--- config.mk ---
export PLATFORM = sky130hd
export DESIGN_NAME = usbsp_top
export DESIGN_NICKNAME = d
export VERILOG_FILES = /design/src/usbsp_pkg.sv /design/src/usbsp_pad.sv /design/src/usbsp_susp.sv /design/src/usbsp_top.sv
export VERILOG_INCLUDE_DIRS = /design/src /design/src/src
export SDC_FILE = /design/constraint.sdc
export NUM_CORES = 1
export LEC_CHECK = 0
export ABC_CLOCK_PERIOD_IN_PS = 4700
export BUFFER_PORTS_ARGS = -buffer_cell sky130_fd_sc_hd__buf_2
export CAP_MARGIN = 20
export CORE_ASPECT_RATIO = 0.9
export CORE_MARGIN = 4
export CORE_UTILIZATION = 54
export CTS_CLUSTER_SIZE = 8
export DETAILED_ROUTE_END_ITERATION = 7
export PLACE_DENSITY_LB_ADDON = 0.15
export SETUP_SLACK_MARGIN = 0.15
export SKIP_CTS_REPAIR_TIMING = 1
export SLEW_MARGIN = 20
export SYNTH_ARGS = -nofsm -noshare
export SYNTH_HDL_FRONTEND = slang
export SYNTH_SLANG_ARGS = --single-unit
--- constraint.sdc ---
create_clock -name aclk -period 4.7 [get_ports aclk]
set_input_delay 0.705 -clock aclk [delete_from_list [all_inputs] [get_ports aclk]]
set_output_delay 0.705 -clock aclk [all_outputs]
set_load 0.01 [all_outputs]
--- src/usbsp_params.svh ---
// Purpose: constants of the usb sleep and pin-function block
// Assumes: 32-bit register words at byte addresses
// Notes: field positions are bit numbers inside a register word
`ifndef USBSP_PARAMS_SVH
`define USBSP_PARAMS_SVH
// register byte offsets
`define USBSP_OFF_CFG 8'h00
`define USBSP_OFF_CTRL 8'h04
`define USBSP_OFF_STAT 8'h08
`define USBSP_OFF_ISTAT 8'h0c
`define USBSP_OFF_IMASK 8'h10
// config_store fields
`define USBSP_CFG_ENH_MODEM 0
`define USBSP_CFG_STD_MODEM 1
`define USBSP_CFG_SLEEP_HI 2
`define USBSP_CFG_LVL0 3
`define USBSP_CFG_LVL1 4
`define USBSP_CFG_OD0 5
`define USBSP_CFG_OD1 6
`define USBSP_CFG_W 7
// control fields
`define USBSP_CTL_TRDY 0
`define USBSP_CTL_RTS 1
`define USBSP_CTL_DIR0 2
`define USBSP_CTL_DIR1 3
`define USBSP_CTL_VAL0 4
`define USBSP_CTL_VAL1 5
`define USBSP_CTL_OD0 6
`define USBSP_CTL_OD1 7
// interrupt bits
`define USBSP_IRQ_SLEEP 0
`define USBSP_IRQ_WAKE 1
`define USBSP_IRQ_RING 2
`define USBSP_IRQ_DCD 3
`define USBSP_IRQ_W 4
// reset values, factory config is user-pin mode
`define USBSP_CFG_RST 7'h00
`define USBSP_CTRL_RST 8'h00
`define USBSP_IRQ_RST 4'h0
// bus answers
`define USBSP_RESP_OK 2'b00
`define USBSP_RESP_DEC 2'b11
`endif

--- src/usbsp_pkg.sv ---
// Purpose: state types of the usb sleep and pin-function block
// Assumes: constants come from the params header
// Notes: each module keeps all its state in one of these structs
`include "usbsp_params.svh"
package usbsp_pkg;
    typedef enum logic [1:0] {SUS_CFG, SUS_RUN, SUS_SLEEP} usbsp_sus_t;
    typedef struct packed {
        usbsp_sus_t st;
        logic cfgd;
        logic enter;
        logic leave;
    } usbsp_sus_state_t;
    typedef struct packed {
        logic o;
        logic oe;
    } usbsp_pad_state_t;
    typedef struct packed {
        logic awready;
        logic wready;
        logic arready;
        logic aw_got;
        logic w_got;
        logic [7:0] awaddr;
        logic [31:0] wdata;
        logic wstrb0;
        logic bvalid;
        logic [1:0] bresp;
        logic rvalid;
        logic [31:0] rdata;
        logic [1:0] rresp;
        logic [`USBSP_CFG_W-1:0] cfg;
        logic cfg_lock;
        logic [7:0] ctrl;
        logic [`USBSP_IRQ_W-1:0] istat;
        logic [`USBSP_IRQ_W-1:0] imask;
        logic irq;
        logic ring_prev;
        logic dcd_prev;
        logic tx;
        logic rx;
        logic rts;
    } usbsp_top_state_t;
endpackage

--- src/usbsp_pad.sv ---
// Purpose: registered driver of one two-way pin
// Assumes: drive, level and mode come from flops or stable logic
// Notes: open-drain high releases the pin to the external pull
`timescale 1ns/10ps
module usbsp_pad (
    // clock and reset
    input wire logic aclk,
    input wire logic aresetn,
    // drive request
    input wire logic drive,
    input wire logic level,
    input wire logic open_drain,
    // pin side
    output logic pad_o,
    output logic pad_oe
);
    usbsp_pkg::usbsp_pad_state_t s_q;
    usbsp_pkg::usbsp_pad_state_t s_d;

    // high on open-drain is a released pin, not a driven one
    always_comb
    begin
        s_d.o = level;
        s_d.oe = drive && !(open_drain && level);
    end

    always_ff @(posedge aclk)
    begin
        if (!aresetn)
        begin
            s_q <= '0;
        end
        else
        begin
            s_q <= s_d;
        end
    end

    assign pad_o = s_q.o;
    assign pad_oe = s_q.oe;
endmodule // usbsp_pad

--- src/usbsp_susp.sv ---
// Purpose: usb suspend state of the function controller
// Assumes: detector inputs are one-cycle or level events on aclk
// Notes: wake has priority over a suspend seen in the same cycle
`timescale 1ns/10ps
module usbsp_susp (
    // clock and reset
    input wire logic aclk,
    input wire logic aresetn,
    // bus events
    input wire logic suspend_det,
    input wire logic resume_det,
    input wire logic bus_reset_det,
    input wire logic enum_done,
    // state
    output logic sleep_q,
    output logic suspended_q,
    output logic configured_q,
    output logic enter_q,
    output logic leave_q
);
    usbsp_pkg::usbsp_sus_state_t s_q;
    usbsp_pkg::usbsp_sus_state_t s_d;
    logic wake;

    assign wake = resume_det || bus_reset_det;

    // suspend sequencing
    always_comb
    begin
        s_d = s_q;
        s_d.enter = 1'b0;
        s_d.leave = 1'b0;
        if (enum_done)
            s_d.cfgd = 1'b1;
        case (s_q.st)
            usbsp_pkg::SUS_CFG, usbsp_pkg::SUS_RUN:
            begin
                if (suspend_det && !wake)
                begin
                    s_d.st = usbsp_pkg::SUS_SLEEP;
                    s_d.enter = 1'b1;
                end
                else if (s_d.cfgd)
                    s_d.st = usbsp_pkg::SUS_RUN;
            end
            usbsp_pkg::SUS_SLEEP:
            begin
                if (wake)
                begin
                    s_d.st = s_d.cfgd ? usbsp_pkg::SUS_RUN
                                      : usbsp_pkg::SUS_CFG;
                    s_d.leave = 1'b1;
                end
            end
            default: s_d.st = usbsp_pkg::SUS_CFG;
        endcase
    end

    always_ff @(posedge aclk)
    begin
        if (!aresetn)
        begin
            s_q <= '{usbsp_pkg::SUS_CFG, 1'b0, 1'b0, 1'b0};
        end
        else
        begin
            s_q <= s_d;
        end
    end

    assign sleep_q = s_q.st != usbsp_pkg::SUS_RUN;
    assign suspended_q = s_q.st == usbsp_pkg::SUS_SLEEP;
    assign configured_q = s_q.cfgd;
    assign enter_q = s_q.enter;
    assign leave_q = s_q.leave;
endmodule // usbsp_susp

--- src/usbsp_top.sv ---
// Purpose: usb suspend handling and pin-function control, axi4-lite
// Assumes: pin and event inputs synchronous to aclk
// Notes: the uart core sits outside, on uart_tx_enh and uart_rx_enh
`timescale 1ns/10ps
`include "usbsp_params.svh"
module usbsp_top (
    // clock and reset
    input wire logic aclk,
    input wire logic aresetn,
    // axi4-lite write address
    input wire logic [7:0] s_axi_awaddr,
    input wire logic s_axi_awvalid,
    output logic s_axi_awready,
    // axi4-lite write data
    input wire logic [31:0] s_axi_wdata,
    input wire logic [3:0] s_axi_wstrb,
    input wire logic s_axi_wvalid,
    output logic s_axi_wready,
    // axi4-lite write response
    output logic [1:0] s_axi_bresp,
    output logic s_axi_bvalid,
    input wire logic s_axi_bready,
    // axi4-lite read address
    input wire logic [7:0] s_axi_araddr,
    input wire logic s_axi_arvalid,
    output logic s_axi_arready,
    // axi4-lite read data
    output logic [31:0] s_axi_rdata,
    output logic [1:0] s_axi_rresp,
    output logic s_axi_rvalid,
    input wire logic s_axi_rready,
    // usb function events
    input wire logic usb_suspend_det,
    input wire logic usb_resume_det,
    input wire logic usb_bus_reset_det,
    input wire logic enum_done,
    input wire logic prog_supply_ok,
    // enhanced_port stream to the uart core
    input wire logic uart_tx_enh,
    output logic uart_rx_enh,
    // enhanced_port serial and flow pins
    output logic serial_out_enh,
    input wire logic serial_in_enh,
    output logic request_send_out_enh,
    input wire logic clear_send_in_enh,
    input wire logic carrier_detect_in_enh,
    // enhanced_port shared pins
    input wire logic user_pin0_enh_i,
    output logic user_pin0_enh_o,
    output logic user_pin0_enh_oe,
    input wire logic user_pin1_enh_i,
    output logic user_pin1_enh_o,
    output logic user_pin1_enh_oe,
    input wire logic bus_sleep_indicator_enh_i,
    output logic bus_sleep_indicator_enh_o,
    output logic bus_sleep_indicator_enh_oe,
    // standard_port pins
    input wire logic clear_send_in_std,
    input wire logic bus_sleep_indicator_std_i,
    output logic bus_sleep_indicator_std_o,
    output logic bus_sleep_indicator_std_oe,
    // interrupt
    output logic irq
);
    usbsp_pkg::usbsp_top_state_t s_q;
    usbsp_pkg::usbsp_top_state_t s_d;
    logic sleep_w;
    logic suspended_w;
    logic configured_w;
    logic sus_enter;
    logic sus_leave;
    logic modem_e;
    logic modem_s;
    logic ring_now;
    logic ring_std;
    logic dcd_now;
    logic dsr_now;
    logic [31:0] stat_w;
    logic [`USBSP_IRQ_W-1:0] ev;
    logic [`USBSP_IRQ_W-1:0] w1c;
    logic drv0;
    logic lvl0;
    logic od0;
    logic drv1;
    logic lvl1;
    logic od1;

    // address decode shared by both channels
    function automatic logic map_hit(input logic [7:0] a);
        map_hit = a == `USBSP_OFF_CFG || a == `USBSP_OFF_CTRL ||
            a == `USBSP_OFF_STAT || a == `USBSP_OFF_ISTAT ||
            a == `USBSP_OFF_IMASK;
    endfunction

    usbsp_susp u_susp (
        .aclk(aclk),
        .aresetn(aresetn),
        .suspend_det(usb_suspend_det),
        .resume_det(usb_resume_det),
        .bus_reset_det(usb_bus_reset_det),
        .enum_done(enum_done),
        .sleep_q(sleep_w),
        .suspended_q(suspended_w),
        .configured_q(configured_w),
        .enter_q(sus_enter),
        .leave_q(sus_leave)
    );

    assign modem_e = s_q.cfg[`USBSP_CFG_ENH_MODEM];
    assign modem_s = s_q.cfg[`USBSP_CFG_STD_MODEM];

    assign dsr_now = modem_e && !user_pin1_enh_i;
    assign ring_now = modem_e && !bus_sleep_indicator_enh_i;
    assign ring_std = modem_s && !bus_sleep_indicator_std_i;
    assign dcd_now = modem_e && !carrier_detect_in_enh;

    assign stat_w = {21'h00_0000, user_pin1_enh_i, user_pin0_enh_i,
        !clear_send_in_std, !clear_send_in_enh, ring_std, ring_now,
        dcd_now, dsr_now, s_q.cfg_lock, configured_w, suspended_w};

    assign drv0 = modem_e || suspended_w || s_q.ctrl[`USBSP_CTL_DIR0];
    assign drv1 = !modem_e &&
        (suspended_w || s_q.ctrl[`USBSP_CTL_DIR1]);
    assign od0 = !modem_e && (suspended_w ? s_q.cfg[`USBSP_CFG_OD0]
                                          : s_q.ctrl[`USBSP_CTL_OD0]);
    assign od1 = suspended_w ? s_q.cfg[`USBSP_CFG_OD1]
                             : s_q.ctrl[`USBSP_CTL_OD1];
    assign lvl1 = suspended_w ? s_q.cfg[`USBSP_CFG_LVL1]
                              : s_q.ctrl[`USBSP_CTL_VAL1];

    always_comb
    begin
        if (modem_e)
            lvl0 = !s_q.ctrl[`USBSP_CTL_TRDY];
        else if (suspended_w)
            lvl0 = s_q.cfg[`USBSP_CFG_LVL0];
        else
            lvl0 = s_q.ctrl[`USBSP_CTL_VAL0];
    end

    // user pin 0 or terminal ready
    usbsp_pad u_pin0 (
        .aclk(aclk),
        .aresetn(aresetn),
        .drive(drv0),
        .level(lvl0),
        .open_drain(od0),
        .pad_o(user_pin0_enh_o),
        .pad_oe(user_pin0_enh_oe)
    );

    // user pin 1, input in modem mode
    usbsp_pad u_pin1 (
        .aclk(aclk),
        .aresetn(aresetn),
        .drive(drv1),
        .level(lvl1),
        .open_drain(od1),
        .pad_o(user_pin1_enh_o),
        .pad_oe(user_pin1_enh_oe)
    );

    usbsp_pad u_sleep_enh (
        .aclk(aclk),
        .aresetn(aresetn),
        .drive(!modem_e),
        .level(sleep_w == s_q.cfg[`USBSP_CFG_SLEEP_HI]),
        .open_drain(1'b0),
        .pad_o(bus_sleep_indicator_enh_o),
        .pad_oe(bus_sleep_indicator_enh_oe)
    );

    usbsp_pad u_sleep_std (
        .aclk(aclk),
        .aresetn(aresetn),
        .drive(!modem_s),
        .level(sleep_w == s_q.cfg[`USBSP_CFG_SLEEP_HI]),
        .open_drain(1'b0),
        .pad_o(bus_sleep_indicator_std_o),
        .pad_oe(bus_sleep_indicator_std_oe)
    );

    // interrupt sources: enter, leave, ring edge, carrier change
    assign ev = {dcd_now != s_q.dcd_prev, ring_now && !s_q.ring_prev,
        sus_leave, sus_enter};

    // host requests over the register bus
    always_comb
    begin
        s_d = s_q;
        w1c = '0;
        if (s_axi_bready)
            s_d.bvalid = 1'b0;
        if (s_axi_rready)
            s_d.rvalid = 1'b0;
        // address and data may come in either order
        if (s_axi_awvalid && s_q.awready)
        begin
            s_d.aw_got = 1'b1;
            s_d.awaddr = s_axi_awaddr;
        end
        if (s_axi_wvalid && s_q.wready)
        begin
            s_d.w_got = 1'b1;
            s_d.wdata = s_axi_wdata;
            s_d.wstrb0 = s_axi_wstrb[0];
        end
        if (s_d.aw_got && s_d.w_got && !s_d.bvalid)
        begin
            s_d.aw_got = 1'b0;
            s_d.w_got = 1'b0;
            s_d.bvalid = 1'b1;
            s_d.bresp = map_hit(s_d.awaddr) ? `USBSP_RESP_OK
                                            : `USBSP_RESP_DEC;
            // all fields live in byte lane 0
            if (s_d.wstrb0)
            begin
                case (s_d.awaddr)
                    `USBSP_OFF_CFG:
                    begin
                        if (prog_supply_ok && !s_q.cfg_lock)
                        begin
                            s_d.cfg = s_d.wdata[`USBSP_CFG_W-1:0];
                            s_d.cfg_lock = 1'b1;
                        end
                    end
                    `USBSP_OFF_CTRL: s_d.ctrl = s_d.wdata[7:0];
                    `USBSP_OFF_ISTAT: w1c = s_d.wdata[`USBSP_IRQ_W-1:0];
                    `USBSP_OFF_IMASK:
                        s_d.imask = s_d.wdata[`USBSP_IRQ_W-1:0];
                    default: w1c = '0;
                endcase
            end
        end
        // one read in flight, answered one edge after acceptance
        if (s_axi_arvalid && s_q.arready)
        begin
            s_d.rvalid = 1'b1;
            s_d.rresp = map_hit(s_axi_araddr) ? `USBSP_RESP_OK
                                              : `USBSP_RESP_DEC;
            case (s_axi_araddr)
                `USBSP_OFF_CFG: s_d.rdata = {25'h000_0000, s_q.cfg};
                `USBSP_OFF_CTRL: s_d.rdata = {24'h00_0000, s_q.ctrl};
                `USBSP_OFF_STAT: s_d.rdata = stat_w;
                `USBSP_OFF_ISTAT: s_d.rdata = {28'h000_0000, s_q.istat};
                `USBSP_OFF_IMASK: s_d.rdata = {28'h000_0000, s_q.imask};
                default: s_d.rdata = 32'h0000_0000;
            endcase
        end
        // a new event beats a clear in the same cycle
        s_d.istat = (s_q.istat & ~w1c) | ev;
        s_d.irq = |(s_d.istat & s_d.imask);
        s_d.ring_prev = ring_now;
        s_d.dcd_prev = dcd_now;
        // serial streams pass through one flop each way
        s_d.tx = uart_tx_enh;
        s_d.rx = serial_in_enh;
        s_d.rts = !s_d.ctrl[`USBSP_CTL_RTS];
        s_d.awready = !s_d.aw_got && !s_d.bvalid;
        s_d.wready = !s_d.w_got && !s_d.bvalid;
        s_d.arready = !s_d.rvalid;
    end

    always_ff @(posedge aclk)
    begin
        if (!aresetn)
        begin
            s_q <= '0;
            s_q.cfg <= `USBSP_CFG_RST;
            s_q.ctrl <= `USBSP_CTRL_RST;
            s_q.imask <= `USBSP_IRQ_RST;
            s_q.tx <= 1'b1;
            s_q.rx <= 1'b1;
            s_q.rts <= 1'b1; // idle lines high
        end
        else
        begin
            s_q <= s_d;
        end
    end

    // outputs straight from the state flops
    assign s_axi_awready = s_q.awready;
    assign s_axi_wready = s_q.wready;
    assign s_axi_bvalid = s_q.bvalid;
    assign s_axi_bresp = s_q.bresp;
    assign s_axi_arready = s_q.arready;
    assign s_axi_rvalid = s_q.rvalid;
    assign s_axi_rdata = s_q.rdata;
    assign s_axi_rresp = s_q.rresp;
    assign serial_out_enh = s_q.tx;
    assign uart_rx_enh = s_q.rx;
    assign request_send_out_enh = s_q.rts;
    assign irq = s_q.irq;
endmodule // usbsp_top

; Yosys cells after proc, flatten, opt, wreduce, memory -nomap -nowiden
; Cells that the tools add are included.
[word_totals]
register_bits = 102
[classes]
n_reduce_logical = 62
n_mux = 34
bitwise_logic = 4
n_eq_ne = 15
[ops]
columns = operator, count
row1 = 11-bit one-hot mux with 5 select lines, 1
row2 = 35-bit two-way mux, 1
row3 = 8-bit by 4-bit equality test with 1-bit output (second input constant), 4
row4 = 4-bit two-way mux, 6
row5 = 1-bit logical AND, 20
row6 = 1-bit zero test, 20
row7 = 2-bit two-way mux, 9
row8 = 8-bit by 3-bit equality test with 1-bit output (second input constant), 2
row9 = 8-bit by 5-bit equality test with 1-bit output (second input constant), 2
row10 = 8-bit zero test, 2
row11 = 1-bit two-way mux, 13
row12 = 1-bit logical OR, 12
row13 = 9-bit two-way mux, 1
row14 = 4-bit bitwise AND, 2
row15 = 8-bit two-way mux, 1
row16 = 2-bit AND reduction, 3
row17 = 2-bit by 1-bit inequality test with 1-bit output (second input constant), 2
row18 = 4-bit NOT, 1
row19 = 4-bit bitwise OR, 1
row20 = 2-bit one-hot mux with 2 select lines, 1
row21 = 4-bit AND reduction, 1
row22 = 4-bit OR reduction, 1
row23 = 3-bit two-way mux, 1
row24 = 3-bit by 1-bit inequality test with 1-bit output (second input constant), 1
row25 = 7 further kinds, 7

; Depth between registers and ports, before layout
[depth]
word_depth = 11
mapped_depth = 8
mapped_depth_nobuf = 6

; By module
; A second synthesis with hierarchy kept.
[hier_totals]
hier_cells = 386
hier_area_um2 = 3673.5
[by_module_without_submodules]
columns = module, area_per_inst_um2, n_inst, seq_area_each_um2, cells_per_inst
row1 = usbsp_top, 3244.4, 1, 1341.3, 350
row2 = usbsp_pad, 58.8, 4, 40.0, 5
row3 = usbsp_susp, 193.9, 1, 100.1, 16

; Least setup slack after synthesis
; OpenSTA, ideal clock, no wires.
[synth_timing]
path_type = input -> register
start = in s_axi_awvalid
end = reg s_q[27] (netlist name)
path_slack_ns = 2.204
t_arrival_ns = 2.368
path_stages = 7
setup_time_ns = 0.128
required_time_ns = 4.572
cell_sequence = buf_6 -> a211oi_2 -> o21ai_1 -> or3_4 -> nor4_4 -> mux2i_1 -> nor2_1
[synth_via]
elab_chain_len = 5
[synth_rtl]
columns = element, line_no
row1 = from (decl), usbsp_top.sv:12  ; input wire logic s_axi_awvalid,
row2 = 1-bit logical AND *, usbsp_top.sv:197  ; if (s_axi_awvalid && s_q.awready)
row3 = "parallel branches: the longest is 3 deep, another holds 8-bit two-way mux", -
row4 = 4-bit AND reduction (no line) *, -
row5 = to (decl), usbsp_top.sv:65  ; usbsp_pkg::usbsp_top_state_t s_q;
; Mark *: on every way between the ends.
; A chain may end at the register's enable or synchronous reset.

; Final worst setup path
[layout_timing]
start = reg s_q, in the netlist s_axi_awready
end = reg s_q, in the netlist irq
[layout_via]
elab_chain_len = 11
[layout_rtl]
columns = element, line_no
row1 = 1-bit logical AND *, usbsp_top.sv:197
row2 = 8-bit two-way mux, usbsp_top.sv:197
row3 = 8-bit by 4-bit equality test with 1-bit output, usbsp_top.sv:218  ; case (s_d.awaddr)
row4 = 4-bit two-way mux, usbsp_top.sv:218
row5 = 4-bit two-way mux, usbsp_top.sv:216  ; if (s_d.wstrb0)
row6 = 4-bit two-way mux, usbsp_top.sv:208  ; if (s_d.aw_got && s_d.w_got && !s_d.bvalid)
row7 = 4-bit NOT, usbsp_top.sv:251  ; s_d.istat = (s_q.istat & ~w1c) | ev;
row8 = 4-bit bitwise AND, usbsp_top.sv:251
row9 = 4-bit bitwise OR, usbsp_top.sv:251
row10 = 4-bit bitwise AND *, usbsp_top.sv:252  ; s_d.irq = |(s_d.istat & s_d.imask);
row11 = 4-bit OR reduction *, usbsp_top.sv:252
; Mark *: on every way between the ends. The rest lies on a longest branch, timed or not.

==> out/qor.txt <==
Crit Path Class: reg -> reg
Net Sw Frac: 0.2459
I/O Buffers: 77
Syn. warnings: 0
FF-to-FF path depth: 6
largest net degree at the start of global routing: 34
Final Core Density: 0.6182
Flop pwr share: 0.512
Largest register FFs: 43
Sw Pwr: 0.0003389 W
area grow syn2layout: 11.74%
RSZ-0062 raised after global routing: false
endpoint type of the worst setup path: flip-flop
Final Non-Filler Cells: 552
EDFF count, synth: 0
Clock Latency Late Sink: 0.35 ns
via count: 2,903
Sink Count: 79
vias in the first global route: 2,607
fmax: 372.1 MHz
R2R setup slack: 2.01 ns
worst-margin pin slew: 0.8860 ns
Pre-antenna DRT Iters: 4
clock power share: 0.380
Die X: 94.36 um
H-tree depth: 3
initial DRC count: 146
final critical path time including I/O delays and setup: 2.687 ns
CTS tree: done
Worst setup startpoint: s_axi_awready
fill count: 604
Cell Pwr Density: 340.2 nW/um2
Mapped Cells: 405
sequential element share of the synthesized area: 0.4363
hold path startpoint: s_axi_rdata[7]
CTS buffer count: 9
Mapped Area: 3625 um2
internal power: 0.001039 W
Max Root-Sink Buffers: 2
I/O pin count: 126
Hold Path Class: reg -> reg
Avg WL per Cell: 14.12 um
#FFs+latches synth: 79
outcome: complete, no violations
Core Region: 6551 um2
CP required: 4.97 ns
layout cell share with drive strength beyond 1: 0.2532
Total Routing Usage GR: 0.1996
ANT cells: 0
Crit Path Max Fanout: 12
Top reg by flops: s_q
top_reg_cell synth: dfxtp_1
Synth async-reset ratio: 0
hold-critical path depth: 2
Worst Hold Path EP: s_axi_rdata[7]
Mean Syn Cell Area: 8.950 um2
WP data arrival: 2.95 ns
Clock Skew: 0.007930 ns
FF-to-FF Start: s_axi_awready
Netlist cell types: 52
initial antenna violation count: 0
DPL Wire Length: 5747 um
Finish-stage setup viols: 0
CP Launch Type: flip-flop
clock-pin slew on the worst setup and hold paths: 0.08 ns
top post-synthesis cells by area: dfxtp_1 44%, buf_4 7.7%, nor2_1 5.5%
CTS Root Cell: clkbuf_8
period utilisation layout: 0.5717
post-synth top area share: 0.4363
Residual DRC: 0
Slew HR: 0.3924
peak supply drop: 0.1553 mV
Final #Nets: 532
largest area contributor in the netlist: dfxtp_1
vias per cell: 5.259
r2r endpoint: irq
die area: 8089 um2
setup_tns: 0 ns
Post-DRT Antenna Nets: 0
Initial Utilization: 0.5533
max-cap violation count: 0
Final Hold Fails: 0
max-slew violation count: 0
placed cell count: 538
GPL Wtd Cong: 0.8702
first-pass GRT wire length: 12,670 um
combinational group share of total power: 0.108
Leakage Power: 1.675 nW
die height: 85.73 um
Site Rows: 28
Remaining Overflow, GRT: 0
total length of routed wires: 7796 um
## layout make-up
class                           instances  area, um2  share of cell area
Inverter                                5      18.77            0.004634
Clock inverter                          5      75.07             0.01854
Tap cell                               90      112.6             0.02780
Multi-Input combinational cell        286       1745              0.4310
Clock buffer                            9      123.9             0.03058
Timing Repair Buffer                   78      392.9             0.09700
Sequential cell                        79       1582              0.3905
## power groups by stage
stage          Clock [W]  Sequential [W]  Combinational, W
2_1_floorplan          0        0.000719          0.000119
3_3_place_gp           0        0.000720          0.000147
3_5_place_dp           0        0.000721          0.000149
4_1_cts         0.000534        0.000705          0.000150
5_1_grt         0.000560        0.000708          0.000167
6_report        0.000524        0.000705          0.000149
## through the flow
stage	power, W	hold WS, ns	instance area, um2	worst slack (ns)
floorplan	0.0008386	0.4257	3700	2.204
detailed placement	0.0008696	0.4440	3851	1.739
CTS	0.001389	0.4542	4050	2.051
global placement	0.0008664	0.4348	3851	1.777
global route	0.001435	0.4866	4050	1.725
finish	0.001378	0.4505	4050	2.013
## worst max path at each step
| stage | end | slack, ns |
|---|---|---|
| after global placement | irq | 1.78 |
| after global routing | irq | 1.73 |
| after detailed placement | irq | 1.74 |
| after CTS | irq | 2.05 |
| after floorplan | s_q[27] | 2.20 |
| final | irq | 2.01 |
## per-layer routing
metal	up-vias	GRT usage	routed length (um)
met3	11	0.03947	405
met1	1359	0.2739	3694
met4	0	0.09055	150
li1	1459	-	-
met2	74	0.3035	3545
met5	-	0	0
## worst max-delay path, cell delays in order, from the launching register on
cell	delay, ns
dfxtp_1	0.52
and2_1	0.47
mux2i_1	0.80
nor3_1	0.21
a31oi_1	0.28
o21bai_1	0.08
a41oi_1	0.24
## synthesized netlist by cell type (3+ instances only)
library cell  number
nor2b_1            4
nor3b_1            5
buf_1              3
a211oi_1           3
a31oi_1            6
clkbuf_1          13
mux2i_1           15
nor3_1            11
o221ai_1           3
buf_4             37
nand2b_1          11
inv_1              5
and3_1             5
nand2_1           31
nor4_1             4
and2_1            13
dfxtp_1           79
o22ai_1            3
a221oi_1           3
a22oi_1            7
o21ai_0           11
nand3_1            9
nor2_1            53
mux2_2            13
a21oi_1           27
## cell families (layout without fill, tap and decap cells)
logic type | after synthesis | count (layout) | synth area share
multiplexers | 29 | 29 | 0.08560
AND/OR/NAND/NOR | 161 | 161 | 0.2434
XOR/XNOR | 2 | 2 | 0.004833
flip-flops | 79 | 79 | 0.4363
AO/OA/AOI/OAI | 73 | 73 | 0.1260
buffers and inverters | 60 | 97 | 0.1029
other | 1 | 21 | 0.001035
## cell usage in the layout, fill, tap and decap left out, drive strengths merged, types with 3 or more instances in the layout
master	instances
a21oi	27
o221ai	3
nand2	33
clkinv	3
buf	78
o22ai	3
a211oi	4
inv	5
a221oi	3
and2	13
nand2b	11
nand3	9
clkbuf	9
mux2i	16
nor3b	5
o21ai	13
nor2	53
conb	21
nor4	7
dfxtp	79
a31oi	6
nor2b	4
a22oi	7
nor3	12
mux2	13
and3	5
No activity file was read; power rests on OpenSTA's default activity.
